<file path="config.mk">
export PLATFORM = sky130hd
export DESIGN_NAME = ccrf_core
export DESIGN_NICKNAME = d
export VERILOG_FILES = /design/src/ccrf_pkg.sv /design/src/ccrf_core.sv /design/src/ccrf_stack_mem.sv
export SDC_FILE = /design/constraint.sdc
export NUM_CORES = 1
export LEC_CHECK = 0
export CORE_UTILIZATION = 30
export DETAILED_ROUTE_END_ITERATION = 7
export DONT_BUFFER_PORTS = 1
export SYNTH_ARGS = -nofsm -noshare
export SYNTH_HDL_FRONTEND = slang
export SYNTH_SLANG_ARGS = --single-unit
</file>
<file path="constraint.sdc">
create_clock -name sys_clk -period 3.7 [get_ports sys_clk]
set_input_delay 0.925 -clock sys_clk [delete_from_list [all_inputs] [get_ports sys_clk]]
set_output_delay 0.925 -clock sys_clk [all_outputs]
set_load 0.005 [all_outputs]
</file>
<file path="src/ccrf_pkg.sv">
// shared constants and types for the call/return flow decoder
package ccrf_pkg;

  // ----------------------------------------------------------------
  // widths
  // ----------------------------------------------------------------
  localparam int PC_W = 21;
  localparam int SP_W = 5;
  localparam int ADDR_W = 4;
  localparam int DATA_W = 8;

  // ----------------------------------------------------------------
  // quarter phases of one instruction cycle
  // ----------------------------------------------------------------
  localparam logic [1:0] Q1 = 2'h0;
  localparam logic [1:0] Q2 = 2'h1;
  localparam logic [1:0] Q4 = 2'h3;

  // ----------------------------------------------------------------
  // opcode patterns
  // ----------------------------------------------------------------
  localparam logic [4:0] OP_RELATIVE_CALL_HI = 5'h1b;     // top five bits 1101 1
  localparam logic [15:0] OP_SOFT_RESET = 16'h00ff;
  localparam logic [14:0] OP_IRET_HI = 15'h0008;  // 0000 0000 0001 000s
  localparam logic [14:0] OP_RET_HI = 15'h0009;   // 0000 0000 0001 001s
  localparam logic [7:0] OP_LRET_HI = 8'h0c;      // 0000 1100 kkkk kkkk
  localparam int OFS_W = 11;

  // ----------------------------------------------------------------
  // register map, word indexes on the plain register port
  // ----------------------------------------------------------------
  localparam logic [3:0] REG_CTRL = 4'h0;   // bit0 prio mode, bit1 ge/high, bit2 pe/low
  localparam logic [3:0] REG_ACC = 4'h1;
  localparam logic [3:0] REG_FLAGS = 4'h2;
  localparam logic [3:0] REG_BANK = 4'h3;
  localparam logic [3:0] REG_ACC_SH = 4'h4;
  localparam logic [3:0] REG_FLAGS_SH = 4'h5;
  localparam logic [3:0] REG_BANK_SH = 4'h6;
  localparam logic [3:0] REG_PC_LOW = 4'h7;
  localparam logic [3:0] REG_STATUS = 4'h8; // bits4:0 stack pointer, bit7 second cycle
  localparam logic [3:0] REG_PC_HIGH_LATCH = 4'h9;
  localparam logic [3:0] REG_PC_UPPER_LATCH = 4'ha;

  localparam int CTRL_PRIO_BIT = 0;
  localparam int CTRL_GE_BIT = 1;
  localparam int CTRL_PE_BIT = 2;
  localparam int STATUS_BUSY_BIT = 7;
  localparam int FLAGS_W = 5;
  localparam int BANK_W = 4;

  // ----------------------------------------------------------------
  // reset values
  // ----------------------------------------------------------------
  localparam logic [7:0] RST_BYTE = 8'h00;
  localparam logic [PC_W-1:0] RST_PC = 21'h000000;
  localparam logic [SP_W-1:0] RST_SP = 5'h00;
  localparam logic [PC_W-1:0] PC_STEP = 21'h000002;

  // ----------------------------------------------------------------
  // types
  // ----------------------------------------------------------------
  typedef enum logic [0:0] {
    ST_RUN = 1'b0,
    ST_NOP = 1'b1
  } ccrf_state_type;

  typedef enum logic [2:0] {
    OPK_NONE = 3'h0,
    OPK_RELATIVE_CALL = 3'h1,
    OPK_SRESET = 3'h2,
    OPK_IRET = 3'h3,
    OPK_LRET = 3'h4,
    OPK_RET = 3'h5
  } ccrf_opk_type;

  typedef struct packed {
    ccrf_opk_type kind;
    logic fast;
    logic [7:0] literal;
    logic [OFS_W-1:0] offset;
  } ccrf_dec_type;

  typedef struct packed {
    logic [ADDR_W-1:0] addr;
    logic [DATA_W-1:0] wdata;
    logic wr;
    logic rd;
  } ccrf_bus_type;

endpackage

</file>
<file path="src/ccrf_core.sv">
// decode and execute of relative call, soft reset and the return group
//
// What this block does
// - relative call pushes next address, then jumps to it plus twice offset
// - relative call takes two cycles; work in first, second is a no-op
// - soft reset opcode returns all master-clear state to reset values, one cycle
// - interrupt return pops stack into pc and sets one interrupt enable; two cycles
// - interrupt return changes no flags beyond the interrupt enable bits
// - interrupt return with fast bit restores acc, flags, bank from shadows
// - literal return loads literal into acc and pc from popped top; two cycles
// - return group leaves pc high and upper latches untouched
// - plain return pops stack into pc, no flags touched, two cycles
// - plain return with fast bit restores acc, flags, bank from shadows
// - relative call carries an 11-bit signed word offset in its low bits
`timescale 1ns/1ps
`default_nettype none

module ccrf_core (
  input wire logic sys_clk,
  input wire logic rstn,
  input wire logic [15:0] instr_word,
  input wire logic instr_valid,
  input wire logic [ccrf_pkg::ADDR_W-1:0] reg_addr,
  input wire logic [ccrf_pkg::DATA_W-1:0] reg_wdata,
  input wire logic reg_wr,
  input wire logic reg_rd,
  output logic [ccrf_pkg::DATA_W-1:0] reg_rdata,
  output logic [ccrf_pkg::PC_W-1:0] pc_out,
  output logic [1:0] q_phase,
  output logic fetch_flush,
  output logic soft_reset_busy
);

  // ------------------------------------------------------------
  // reset release
  // ------------------------------------------------------------
  logic rst_meta_reg;
  logic rst_sync_n_reg;

  // async assert, two-flop release so every flop leaves reset together
  always_ff @(posedge sys_clk or negedge rstn) begin
    if (!rstn) begin
      rst_meta_reg <= 1'b0;
      rst_sync_n_reg <= 1'b0;
    end else begin
      rst_meta_reg <= 1'b1;
      rst_sync_n_reg <= rst_meta_reg;
    end
  end

  // ------------------------------------------------------------
  // state declarations
  // ------------------------------------------------------------
  ccrf_pkg::ccrf_bus_type bus;
  ccrf_pkg::ccrf_dec_type dec_next;
  ccrf_pkg::ccrf_dec_type dec_reg;
  ccrf_pkg::ccrf_state_type state_reg;
  logic [1:0] q_reg;
  logic soft_rst_reg;
  logic [ccrf_pkg::PC_W-1:0] pc_reg;
  logic [ccrf_pkg::PC_W-1:0] pc_inc;
  logic [ccrf_pkg::PC_W-1:0] call_target;
  logic [ccrf_pkg::SP_W-1:0] sp_reg;
  logic [ccrf_pkg::PC_W-1:0] stack_top;
  logic [7:0] acc_reg;
  logic [ccrf_pkg::FLAGS_W-1:0] flags_reg;
  logic [ccrf_pkg::BANK_W-1:0] bank_select_reg;
  logic [7:0] acc_shadow_reg;
  logic [ccrf_pkg::FLAGS_W-1:0] flags_shadow_reg;
  logic [ccrf_pkg::BANK_W-1:0] bank_shadow_reg;
  logic [7:0] pc_high_latch_reg;
  logic [7:0] pc_upper_latch_reg;
  logic prio_mode_reg;
  logic high_prio_irq_enable_reg;  // also the global enable when prio mode is off
  logic low_prio_irq_enable_reg;   // also the peripheral enable when prio mode is off
  logic exec;
  logic do_push;
  logic do_pop;
  logic do_fast;
  logic clr;

  assign bus = '{addr: reg_addr, wdata: reg_wdata, wr: reg_wr, rd: reg_rd};
  assign clr = soft_rst_reg;

  // ------------------------------------------------------------
  // quarter phase counter and instruction sequencing
  // ------------------------------------------------------------

  // q phase keeps running through a soft reset so fetch timing stays aligned
  always_ff @(posedge sys_clk or negedge rst_sync_n_reg) begin
    if (!rst_sync_n_reg) begin
      q_reg <= ccrf_pkg::Q1;
    end else begin
      q_reg <= q_reg + 2'h1;
    end
  end

  // opcode decode, looked at only in q1 of a non-flushed cycle
  always_comb begin
    dec_next = '{kind: ccrf_pkg::OPK_NONE, fast: instr_word[0], literal: instr_word[7:0],
                 offset: instr_word[ccrf_pkg::OFS_W-1:0]};
    if (instr_word[15:11] == ccrf_pkg::OP_RELATIVE_CALL_HI) begin
      dec_next.kind = ccrf_pkg::OPK_RELATIVE_CALL;
    end else if (instr_word == ccrf_pkg::OP_SOFT_RESET) begin
      dec_next.kind = ccrf_pkg::OPK_SRESET;
    end else if (instr_word[15:1] == ccrf_pkg::OP_IRET_HI) begin
      dec_next.kind = ccrf_pkg::OPK_IRET;
    end else if (instr_word[15:1] == ccrf_pkg::OP_RET_HI) begin
      dec_next.kind = ccrf_pkg::OPK_RET;
    end else if (instr_word[15:8] == ccrf_pkg::OP_LRET_HI) begin
      dec_next.kind = ccrf_pkg::OPK_LRET;
    end
  end

  // latch the decoded word at q1; other opcodes belong to other units
  // a soft reset keeps its own decode until q4, so the pc step there is skipped and pc stays at zero
  always_ff @(posedge sys_clk or negedge rst_sync_n_reg) begin
    if (!rst_sync_n_reg) begin
      dec_reg <= '0;
    end else if (q_reg == ccrf_pkg::Q1) begin
      if (state_reg == ccrf_pkg::ST_RUN && instr_valid) begin
        dec_reg <= dec_next;
      end else begin
        dec_reg <= '0;
      end
    end
  end

  // the q4 edge commits instruction writes; soft reset clears and register-port writes land on other edges too
  assign exec = (q_reg == ccrf_pkg::Q4);
  assign do_push = exec && dec_reg.kind == ccrf_pkg::OPK_RELATIVE_CALL;
  assign do_pop = exec && (dec_reg.kind == ccrf_pkg::OPK_IRET || dec_reg.kind == ccrf_pkg::OPK_RET ||
                           dec_reg.kind == ccrf_pkg::OPK_LRET);
  assign do_fast = do_pop && dec_reg.fast && dec_reg.kind != ccrf_pkg::OPK_LRET;

  // two-cycle opcodes flush the next fetch with a no-op cycle
  always_ff @(posedge sys_clk or negedge rst_sync_n_reg) begin
    if (!rst_sync_n_reg) begin
      state_reg <= ccrf_pkg::ST_RUN;
    end else if (clr) begin
      state_reg <= ccrf_pkg::ST_RUN;
    end else if (exec) begin
      case (state_reg)
        ccrf_pkg::ST_RUN: begin
          if (do_push || do_pop) begin
            state_reg <= ccrf_pkg::ST_NOP;
          end
        end
        ccrf_pkg::ST_NOP: begin
          state_reg <= ccrf_pkg::ST_RUN;
        end
        default: begin
          state_reg <= ccrf_pkg::ST_RUN;
        end
      endcase
    end
  end

  // soft reset is seen in q2, raises busy on the next edge and clears state on the edge after that
  always_ff @(posedge sys_clk or negedge rst_sync_n_reg) begin
    if (!rst_sync_n_reg) begin
      soft_rst_reg <= 1'b0;
    end else begin
      soft_rst_reg <= (q_reg == ccrf_pkg::Q2) && dec_reg.kind == ccrf_pkg::OPK_SRESET;
    end
  end

  // ------------------------------------------------------------
  // program counter and return stack
  // ------------------------------------------------------------
  assign pc_inc = pc_reg + ccrf_pkg::PC_STEP;
  // sign-extend the word offset and double it to a byte offset
  assign call_target = pc_inc + {{(ccrf_pkg::PC_W - ccrf_pkg::OFS_W - 1){dec_reg.offset[ccrf_pkg::OFS_W-1]}},
                                 dec_reg.offset, 1'b0};

  // pc steps one word per cycle; no step during the flushed cycle
  always_ff @(posedge sys_clk or negedge rst_sync_n_reg) begin
    if (!rst_sync_n_reg) begin
      pc_reg <= ccrf_pkg::RST_PC;
    end else if (clr) begin
      pc_reg <= ccrf_pkg::RST_PC;
    end else if (do_push) begin
      pc_reg <= call_target;
    end else if (do_pop) begin
      pc_reg <= stack_top;
    end else if (exec && state_reg == ccrf_pkg::ST_RUN && dec_reg.kind != ccrf_pkg::OPK_SRESET) begin
      pc_reg <= pc_inc;
    end
  end

  // pointer moves up before the write lands, down after a pop; wraps silently
  always_ff @(posedge sys_clk or negedge rst_sync_n_reg) begin
    if (!rst_sync_n_reg) begin
      sp_reg <= ccrf_pkg::RST_SP;
    end else if (clr) begin
      sp_reg <= ccrf_pkg::RST_SP;
    end else if (do_push) begin
      sp_reg <= sp_reg + 5'h01;
    end else if (do_pop) begin
      sp_reg <= sp_reg - 5'h01;
    end
  end

  // read port always tracks the pointer, so the top is ready long before q4
  ccrf_stack_mem u_stack (
    .sys_clk(sys_clk),
    .wr_en(do_push),
    .wr_addr(sp_reg + 5'h01),
    .wr_data(pc_inc),
    .rd_addr(sp_reg),
    .rd_data(stack_top)
  );

  // ------------------------------------------------------------
  // working and shadow registers
  // ------------------------------------------------------------

  // instruction writes win over a same-cycle software write
  always_ff @(posedge sys_clk or negedge rst_sync_n_reg) begin
    if (!rst_sync_n_reg) begin
      acc_reg <= ccrf_pkg::RST_BYTE;
      flags_reg <= '0;
      bank_select_reg <= '0;
    end else if (clr) begin
      acc_reg <= ccrf_pkg::RST_BYTE;
      flags_reg <= '0;
      bank_select_reg <= '0;
    end else if (do_fast) begin
      acc_reg <= acc_shadow_reg;
      flags_reg <= flags_shadow_reg;
      bank_select_reg <= bank_shadow_reg;
    end else if (do_pop && dec_reg.kind == ccrf_pkg::OPK_LRET) begin
      acc_reg <= dec_reg.literal;
    end else if (bus.wr) begin
      // flags untouched by any of these opcodes apart from the fast restore and the soft reset clear
      if (bus.addr == ccrf_pkg::REG_ACC) acc_reg <= bus.wdata;
      if (bus.addr == ccrf_pkg::REG_FLAGS) flags_reg <= bus.wdata[ccrf_pkg::FLAGS_W-1:0];
      if (bus.addr == ccrf_pkg::REG_BANK) bank_select_reg <= bus.wdata[ccrf_pkg::BANK_W-1:0];
    end
  end

  // shadows and pc latches are software-owned here; the return group never writes them
  always_ff @(posedge sys_clk or negedge rst_sync_n_reg) begin
    if (!rst_sync_n_reg) begin
      acc_shadow_reg <= ccrf_pkg::RST_BYTE;
      flags_shadow_reg <= '0;
      bank_shadow_reg <= '0;
      pc_high_latch_reg <= ccrf_pkg::RST_BYTE;
      pc_upper_latch_reg <= ccrf_pkg::RST_BYTE;
    end else if (clr) begin
      acc_shadow_reg <= ccrf_pkg::RST_BYTE;
      flags_shadow_reg <= '0;
      bank_shadow_reg <= '0;
      pc_high_latch_reg <= ccrf_pkg::RST_BYTE;
      pc_upper_latch_reg <= ccrf_pkg::RST_BYTE;
    end else if (bus.wr) begin
      if (bus.addr == ccrf_pkg::REG_ACC_SH) acc_shadow_reg <= bus.wdata;
      if (bus.addr == ccrf_pkg::REG_FLAGS_SH) flags_shadow_reg <= bus.wdata[ccrf_pkg::FLAGS_W-1:0];
      if (bus.addr == ccrf_pkg::REG_BANK_SH) bank_shadow_reg <= bus.wdata[ccrf_pkg::BANK_W-1:0];
      if (bus.addr == ccrf_pkg::REG_PC_HIGH_LATCH) pc_high_latch_reg <= bus.wdata;
      if (bus.addr == ccrf_pkg::REG_PC_UPPER_LATCH) pc_upper_latch_reg <= bus.wdata;
    end
  end

  // ------------------------------------------------------------
  // interrupt enables
  // ------------------------------------------------------------

  // in priority mode the high enable is reopened first, else the low one
  always_ff @(posedge sys_clk or negedge rst_sync_n_reg) begin
    if (!rst_sync_n_reg) begin
      prio_mode_reg <= 1'b0;
      high_prio_irq_enable_reg <= 1'b0;
      low_prio_irq_enable_reg <= 1'b0;
    end else if (clr) begin
      prio_mode_reg <= 1'b0;
      high_prio_irq_enable_reg <= 1'b0;
      low_prio_irq_enable_reg <= 1'b0;
    end else if (do_pop && dec_reg.kind == ccrf_pkg::OPK_IRET) begin
      if (!prio_mode_reg || !high_prio_irq_enable_reg) begin
        high_prio_irq_enable_reg <= 1'b1;
      end else begin
        low_prio_irq_enable_reg <= 1'b1;
      end
    end else if (bus.wr && bus.addr == ccrf_pkg::REG_CTRL) begin
      prio_mode_reg <= bus.wdata[ccrf_pkg::CTRL_PRIO_BIT];
      high_prio_irq_enable_reg <= bus.wdata[ccrf_pkg::CTRL_GE_BIT];
      low_prio_irq_enable_reg <= bus.wdata[ccrf_pkg::CTRL_PE_BIT];
    end
  end

  // ------------------------------------------------------------
  // register read port
  // ------------------------------------------------------------

  // data stand only in the cycle after the strobe; unmapped reads give zero
  always_ff @(posedge sys_clk or negedge rst_sync_n_reg) begin
    if (!rst_sync_n_reg) begin
      reg_rdata <= ccrf_pkg::RST_BYTE;
    end else if (bus.rd) begin
      case (bus.addr)
        ccrf_pkg::REG_CTRL: reg_rdata <= {5'h00, low_prio_irq_enable_reg, high_prio_irq_enable_reg, prio_mode_reg};
        ccrf_pkg::REG_ACC: reg_rdata <= acc_reg;
        ccrf_pkg::REG_FLAGS: reg_rdata <= {3'h0, flags_reg};
        ccrf_pkg::REG_BANK: reg_rdata <= {4'h0, bank_select_reg};
        ccrf_pkg::REG_ACC_SH: reg_rdata <= acc_shadow_reg;
        ccrf_pkg::REG_FLAGS_SH: reg_rdata <= {3'h0, flags_shadow_reg};
        ccrf_pkg::REG_BANK_SH: reg_rdata <= {4'h0, bank_shadow_reg};
        ccrf_pkg::REG_PC_LOW: reg_rdata <= pc_reg[7:0];
        ccrf_pkg::REG_STATUS: reg_rdata <= {state_reg == ccrf_pkg::ST_NOP, 2'h0, sp_reg};
        ccrf_pkg::REG_PC_HIGH_LATCH: reg_rdata <= pc_high_latch_reg;
        ccrf_pkg::REG_PC_UPPER_LATCH: reg_rdata <= pc_upper_latch_reg;
        default: reg_rdata <= ccrf_pkg::RST_BYTE;
      endcase
    end else begin
      reg_rdata <= ccrf_pkg::RST_BYTE;
    end
  end

  // ------------------------------------------------------------
  // outputs
  // ------------------------------------------------------------
  assign pc_out = pc_reg;
  assign q_phase = q_reg;
  assign fetch_flush = (state_reg == ccrf_pkg::ST_NOP);
  assign soft_reset_busy = soft_rst_reg;

endmodule

`default_nettype wire

</file>
<file path="src/ccrf_stack_mem.sv">
// return-address stack storage with registered read
`timescale 1ns/1ps
`default_nettype none

module ccrf_stack_mem (
  input wire logic sys_clk,
  input wire logic wr_en,
  input wire logic [ccrf_pkg::SP_W-1:0] wr_addr,
  input wire logic [ccrf_pkg::PC_W-1:0] wr_data,
  input wire logic [ccrf_pkg::SP_W-1:0] rd_addr,
  output logic [ccrf_pkg::PC_W-1:0] rd_data
);

  logic [ccrf_pkg::PC_W-1:0] mem [0:(1 << ccrf_pkg::SP_W)-1];

  // no reset on the array: contents are only meaningful once pushed
  always_ff @(posedge sys_clk) begin
    if (wr_en) begin
      mem[wr_addr] <= wr_data;
    end
    rd_data <= mem[rd_addr];
  end

endmodule

`default_nettype wire

</file>
=== After elaboration in Yosys (flattened, before gate mapping) ===
Memory sizes are Yosys's and may differ from the RTL's. A register that Yosys moved wholly into a read port is not among the register bits.
Cells that the tools add are included.

* $add $sub $neg: 5
* $mul: 0
* Div/mod/pow operators: 0
* $lt $le $gt $ge: 0
* Equality and inequality tests: 28
* Shifts and indexed selects: 0
* Mux-type cells: 62
* Bitwise logic cells: 1
* Reductions and logical operators: 46

{| class="wikitable"
|+ Operator list
! operator !! number
|-
| 8-bit 2-to-1 mux || 15
|-
| 8-bit case mux with 11 select lines || 1
|-
| 21-bit 2-to-1 mux || 4
|-
| 5-bit 2-to-1 mux || 11
|-
| 4-bit 2-to-1 mux || 8
|-
| 15-bit by 4-bit equality test with 1-bit output (second input constant) || 2
|-
| 23-bit 2-to-1 mux || 1
|-
| 21-bit by 2-bit adder with 21-bit output (second input constant) || 1
|-
| 21-bit adder || 1
|-
| 2-bit AND reduction || 9
|-
| 16-bit by 8-bit equality test with 1-bit output (second input constant) || 1
|-
| 4-bit by 3-bit equality test with 1-bit output (second input constant) || 4
|-
| 1-bit 2-to-1 mux || 16
|-
| 2-bit nonzero test || 8
|-
| 3-bit 2-to-1 mux || 5
|-
| 3-bit nonzero test || 5
|-
| 4-bit equality test (second input constant) || 3
|-
| 4-bit nonzero test || 3
|-
| 1-bit logical AND || 11
|-
| 3-bit inequality test (second input constant) || 3
|-
| 4-bit by 2-bit equality test with 1-bit output (second input constant) || 2
|-
| 8-bit by 4-bit equality test with 1-bit output (second input constant) || 1
|-
| 3-bit by 2-bit equality test with 1-bit output (second input constant) || 2
|-
| 3-bit equality test (second input constant) || 2
|-
| other kinds (17) || 23
|}

* Bits in registers: 116
* Latch bits: 0
* Memory bits (writable): 672
* Bits in read-only memories: 0
* Input bits: 33
* Output and inout port bits: 33
* Logic and storage cells: 166
* Memories kept: 1

{| class="wikitable"
|+ Memories
! name !! words !! width !! read ports !! clocked after memory_dff !! write ports !! line !! text
|-
| u_stack.mem || 32 || 21 || 1 || 1 || 1 || ccrf_stack_mem.sv:14 || <nowiki>logic [ccrf_pkg::PC_W-1:0] mem [0:(1 << ccrf_pkg::SP_W)-1];</nowiki>
|}

=== Longest topological paths before layout ===
* Depth in word-level cells: 9
* Gate-level depth with buffers: 14
* Mapped depth without buffers: 13

=== Modules after synthesis ===
Synthesis repeated with hierarchy kept, for this count alone.

* Cell total of the unflattened synthesis: 2272
* Area, all modules: 33867.5 um^2

{| class="wikitable"
|+ Modules (own cells, without submodules)
! module !! instances !! cells an instance !! area each (um^2) !! seq. area each (um^2)
|-
| ccrf_stack_mem || 1 || 1481 || 26751.9 || 20599.8
|-
| ccrf_core || 1 || 791 || 7115.6 || 2677.6
|}

=== Worst setup path after synthesis ===
Ideal clock, no wire load.

* Path kind: register -> register
* Start point: register pc_reg, in the netlist pc_out[1]
* End point: register pc_reg, in the netlist pc_out[12]
* Library setup time: 0.126 ns
* Arrival time: 3.966 ns
* Setup slack: -0.392 ns
* Cell stages (with the launch flop): 13
* Clock period less this slack: 4.092 ns
* Cell sequence: dfrtp_1 -> ha_1 -> nand2_1 -> or3_1 -> xnor2_1 -> ha_1 -> a21o_1 -> a21oi_1 -> o221ai_1 -> or2_2 -> xnor2_1 -> a21oi_1 -> a221o_1

* Elaborated cells between the ends (all ways): 6

{| class="wikitable"
|+ RTL lines
! element !! line !! text
|-
| start: declaration || ccrf_core.sv:60 || <nowiki>logic [ccrf_pkg::PC_W-1:0] pc_reg;</nowiki>
|-
| start signal: assignment || ccrf_core.sv:179 || <nowiki>pc_reg <= ccrf_pkg::RST_PC;</nowiki>
|-
| start signal: assignment || ccrf_core.sv:181 || <nowiki>pc_reg <= ccrf_pkg::RST_PC;</nowiki>
|-
| start signal: assignment || ccrf_core.sv:183 || <nowiki>pc_reg <= call_target;</nowiki>
|-
| 21-bit by 2-bit adder with 21-bit output || ccrf_core.sv:171 || <nowiki>assign pc_inc = pc_reg + ccrf_pkg::PC_STEP;</nowiki>
|-
| named net pc_inc (one bit) || ccrf_core.sv:61 || <nowiki>logic [ccrf_pkg::PC_W-1:0] pc_inc;</nowiki>
|-
| 21-bit adder || ccrf_core.sv:173 || <nowiki>assign call_target = pc_inc + {{(ccrf_pkg::PC_W - ccrf_pkg::OFS_W - 1){dec_reg.offset[ccrf_pkg::OFS_W-1]}},</nowiki>
|-
| 21-bit 2-to-1 mux || ccrf_core.sv:182 || <nowiki>end else if (do_push) begin</nowiki>
|-
| 21-bit 2-to-1 mux || ccrf_core.sv:180 || <nowiki>end else if (clr) begin</nowiki>
|}

The timed path passes the listed nets, and every way through them passes these cells. The select of a mux whose other input is x is not followed.
A chain may end at the register's enable or synchronous reset.

=== Worst setup path after layout ===
* Start point: register pc_reg, in the netlist pc_out[6]
* End point: register pc_reg, in the netlist pc_out[12]

Same word-level chain as after synthesis.

==> out/results.ini <==
[detailed_routing]
vias = 19334
routed_wirelength_um = 86000
dr.pass1.iters = 7
drc = 0
drt.antenna.violating_nets = 0
detail_route.wl_per_cell_um = 23.0
vias_per_cell = 5.16
drtIter0Drc = 1748

[final_layout]
largest_reg_flops = 672
fin_util_pct = 35.1
nets = 2258
area_delta_synth_final_pct = 16.1
antenna_cells = 0
layout-drive-gt1-share_pct = 18.6
largest_register = u_stack.mem
fin_area_um2 = 38700

[setup_path]
worstPathCellList = nand4_1 > or2_1 > inv_1 > and3_1 > xor2_2 > ha_1 > a21oi_1 > o221ai_1 > or2_2 > xnor2_1 > a21oi_1 > a221o_1
critPathCaptureType = flip-flop
path_max_fanout = 9
start_kind = flip-flop
critPathArrivalTime_ns = 3.93
criticalPathCategory = reg -> reg
required_ns = 4.20
critPathMostFrequentCell = a21oi_1
cp_slowest_cell = dfrtp_1
slowest_delay_ns = 0.50

[min_path]
hp-class = reg -> reg

[floorplan]
core_area_um2 = 111000
die-area_um2 = 113000
row_count = 122
die_x_um = 336
initial_core_util_pct = 30.2
die_h_um = 336
io_pins = 66

[timing]
setup_tns_ns = 0
worst_pin_slew_ns = 1.11
finalSetupViolations = 0
clock-skew-final_ns = 0.0355
drv_slew = 0
hold_viol_final = 0
holdWs_ns = 0.368
fmax_mhz = 292
rsz0062_at_grt = false
fin_ws_ns = 0.272
finalCriticalPeriod_ns = 3.43
relSlewSlack_pct = 26.2
period_share_pct = 92.6

[pwr]
p_per_area_nw_per_um2 = 590
ir_drop_mv = 0.437
leakage_nw = 12.8

[cts]
clk_pin_slew_worst_paths_ns = 0.06
clock-sinks = 800
h-tree-depth = 3
root_buffer = clkbuf_16
clkLatencyLatePin_ns = 0.65
ctsResizeCount = 0
cts_tree = built
cts_buffer_depth = 3
numCtsBuffers = 83

[logic_synthesis]
yosysTopAreaCell = edfxtp_1
ys_types = 79
ys_warn_count = 0
yosys.area.top_type_share_pct = 60.5
synth_flop_cell = edfxtp_1
netlist_top_cells_area = edfxtp_1, dfrtp_1, mux4_2
avgSynthCellArea_um2 = 15.8
synth_fp_nets = 2171
synth_edf_count = 672
netlist_instances = 2107
syn-cell-area_um2 = 33400
ys_async_sr_fraction_pct = 13.4
yosys_register_bits = 800
seq_area_frac_synth_pct = 69.7

[placement]
gp_congestion = 0.899
dpl_cell_area_um2 = 36000
port_buffers = 0
dpl.hpwl_um = 54000
pre_cts_slack_ns = 0.355

[global_route]
antenna_found_initial = 2
grt_pass1_vias = 19721
grt-ovfl-total = 0
grt_pass1_wl_um = 129000
track_usage_pct = 15.3
grt_max_degree = 77

[run]
drv_cap = 0

[run_status]
status = complete, no violations

-- worst paths after layout --
check	endpoint	cells after the start	slack (ns)	from
worst max-delay path	pc_out[12]	12	0.27	pc_out[6]
worst min-delay path	rst_sync_n_reg	0	0.37	rst_meta_reg
worst max register to register	pc_out[12]	12	0.27	pc_out[6]
worst min register to register	rst_sync_n_reg	0	0.37	rst_meta_reg
max in group asynchronous	dec_reg[10]	1	2.51	rst_sync_n_reg
min in group asynchronous	bank_select_reg[3]	0	0.39	rst_sync_n_reg
-- synth_stat cells (all sizes together) (3+ instances only) --
cell     instances
a32o             6
nor2b            9
o221ai          74
nand3           17
inv             33
a21o            17
a22oi            9
a311o            4
nor2           186
clkbuf          63
and2            22
a31oi           13
xor2            13
nand4           10
buf             54
o21a             5
o211ai           6
mux4           107
edfxtp         672
nand2b           5
a211oi          15
o21ai           65
and4             3
dfrtp          107
a22o             9
mux2             3
a32oi            4
or3             27
and3             8
xnor2           26
mux2i          173
nor3            13
a2111oi          4
nand2          119
o31ai            9
a21oi           68
o22ai           42
ha              30
dfxtp           21
a221oi           6
-- layer usage --
metal  track usage (%)  share of wire, %
met3              3.37               7.4
met2              24.8                47
met4              4.81               2.7
met5                 0                 0
met1              20.2                42
-- where the power goes --
group	internal, W	switching [W]
logic	0.00124	0.00234
clock network	0.00478	0.00351
registers	0.0107	0.000320
total	0.0167	0.00617
-- cell families (layout without fill, tap and decap cells) --
kind of cell    after synthesis  after routing  share of synthesized area (%)
compound gates              373            373                           7.82
xor+xnor                     39             39                           1.02
fa+ha+maj                    31             31                           1.18
buf+inv                     152            303                           1.97
flops                       800            800                           69.7
mux                         283            283                           12.5
other cells                   1              1                         0.0112
simple gates                428            428                           5.75
-- timing repair --
action                                 CTS  global route
hold buffers                             1             0
buffers inserted                         0             0
setup endpoints to repair                0             0
endpoints found under the hold margin    2             0
-- worst max-delay path: cells and delay by family (launching register included) --
| family | cells | cell delay, ns |
|---|---|---|
| compound gates | 4 | 0.82 |
| flops | 1 | 0.50 |
| simple gates | 4 | 1.07 |
| xor+xnor | 2 | 0.40 |
| buf+inv | 1 | 0.17 |
| fa+ha+maj | 1 | 0.32 |
-- cells in the final DEF (no fill, tap or decap), types with 15 or more instances in the layout --
cell type  synthesis  final
inv_1             33     32
a211oi_1          15     15
edfxtp_1         672    672
nand2_1          119    117
or3_1             26     26
nor2_2             3     35
clkbuf_16          0     83
nor2_1           183    151
and2_1            20     20
a21oi_1           67     67
dfrtp_1          107    102
a21o_1            16     16
nand3_1           17     17
dfxtp_1           21     21
mux4_2           107    107
clkbuf_1          63     23
o22ai_1           42     42
ha_1              30     30
o221ai_1          74     74
o21ai_0           57     57
buf_4             12    105
mux2i_1          173    173
-- layout make-up --
cell class	instances	area, um2
clock buffer	111	2230
clock inverter	38	488
fill	10457	71800
inverter	35	131
multi-input combinational	1155	9690
sequential	800	23300
tap	1488	1860
timing repair buffer	119	1060
-- metrics by stage --
step           total power (W)  std cells
6_report                0.0229       3746
2_1_floorplan           0.0132       2107
3_5_place_dp            0.0148       3596
5_1_grt                 0.0237       3746
4_1_cts                 0.0230       3746
3_3_place_gp            0.0146       3596
Note: power is estimated with default switching activity, not from simulation.
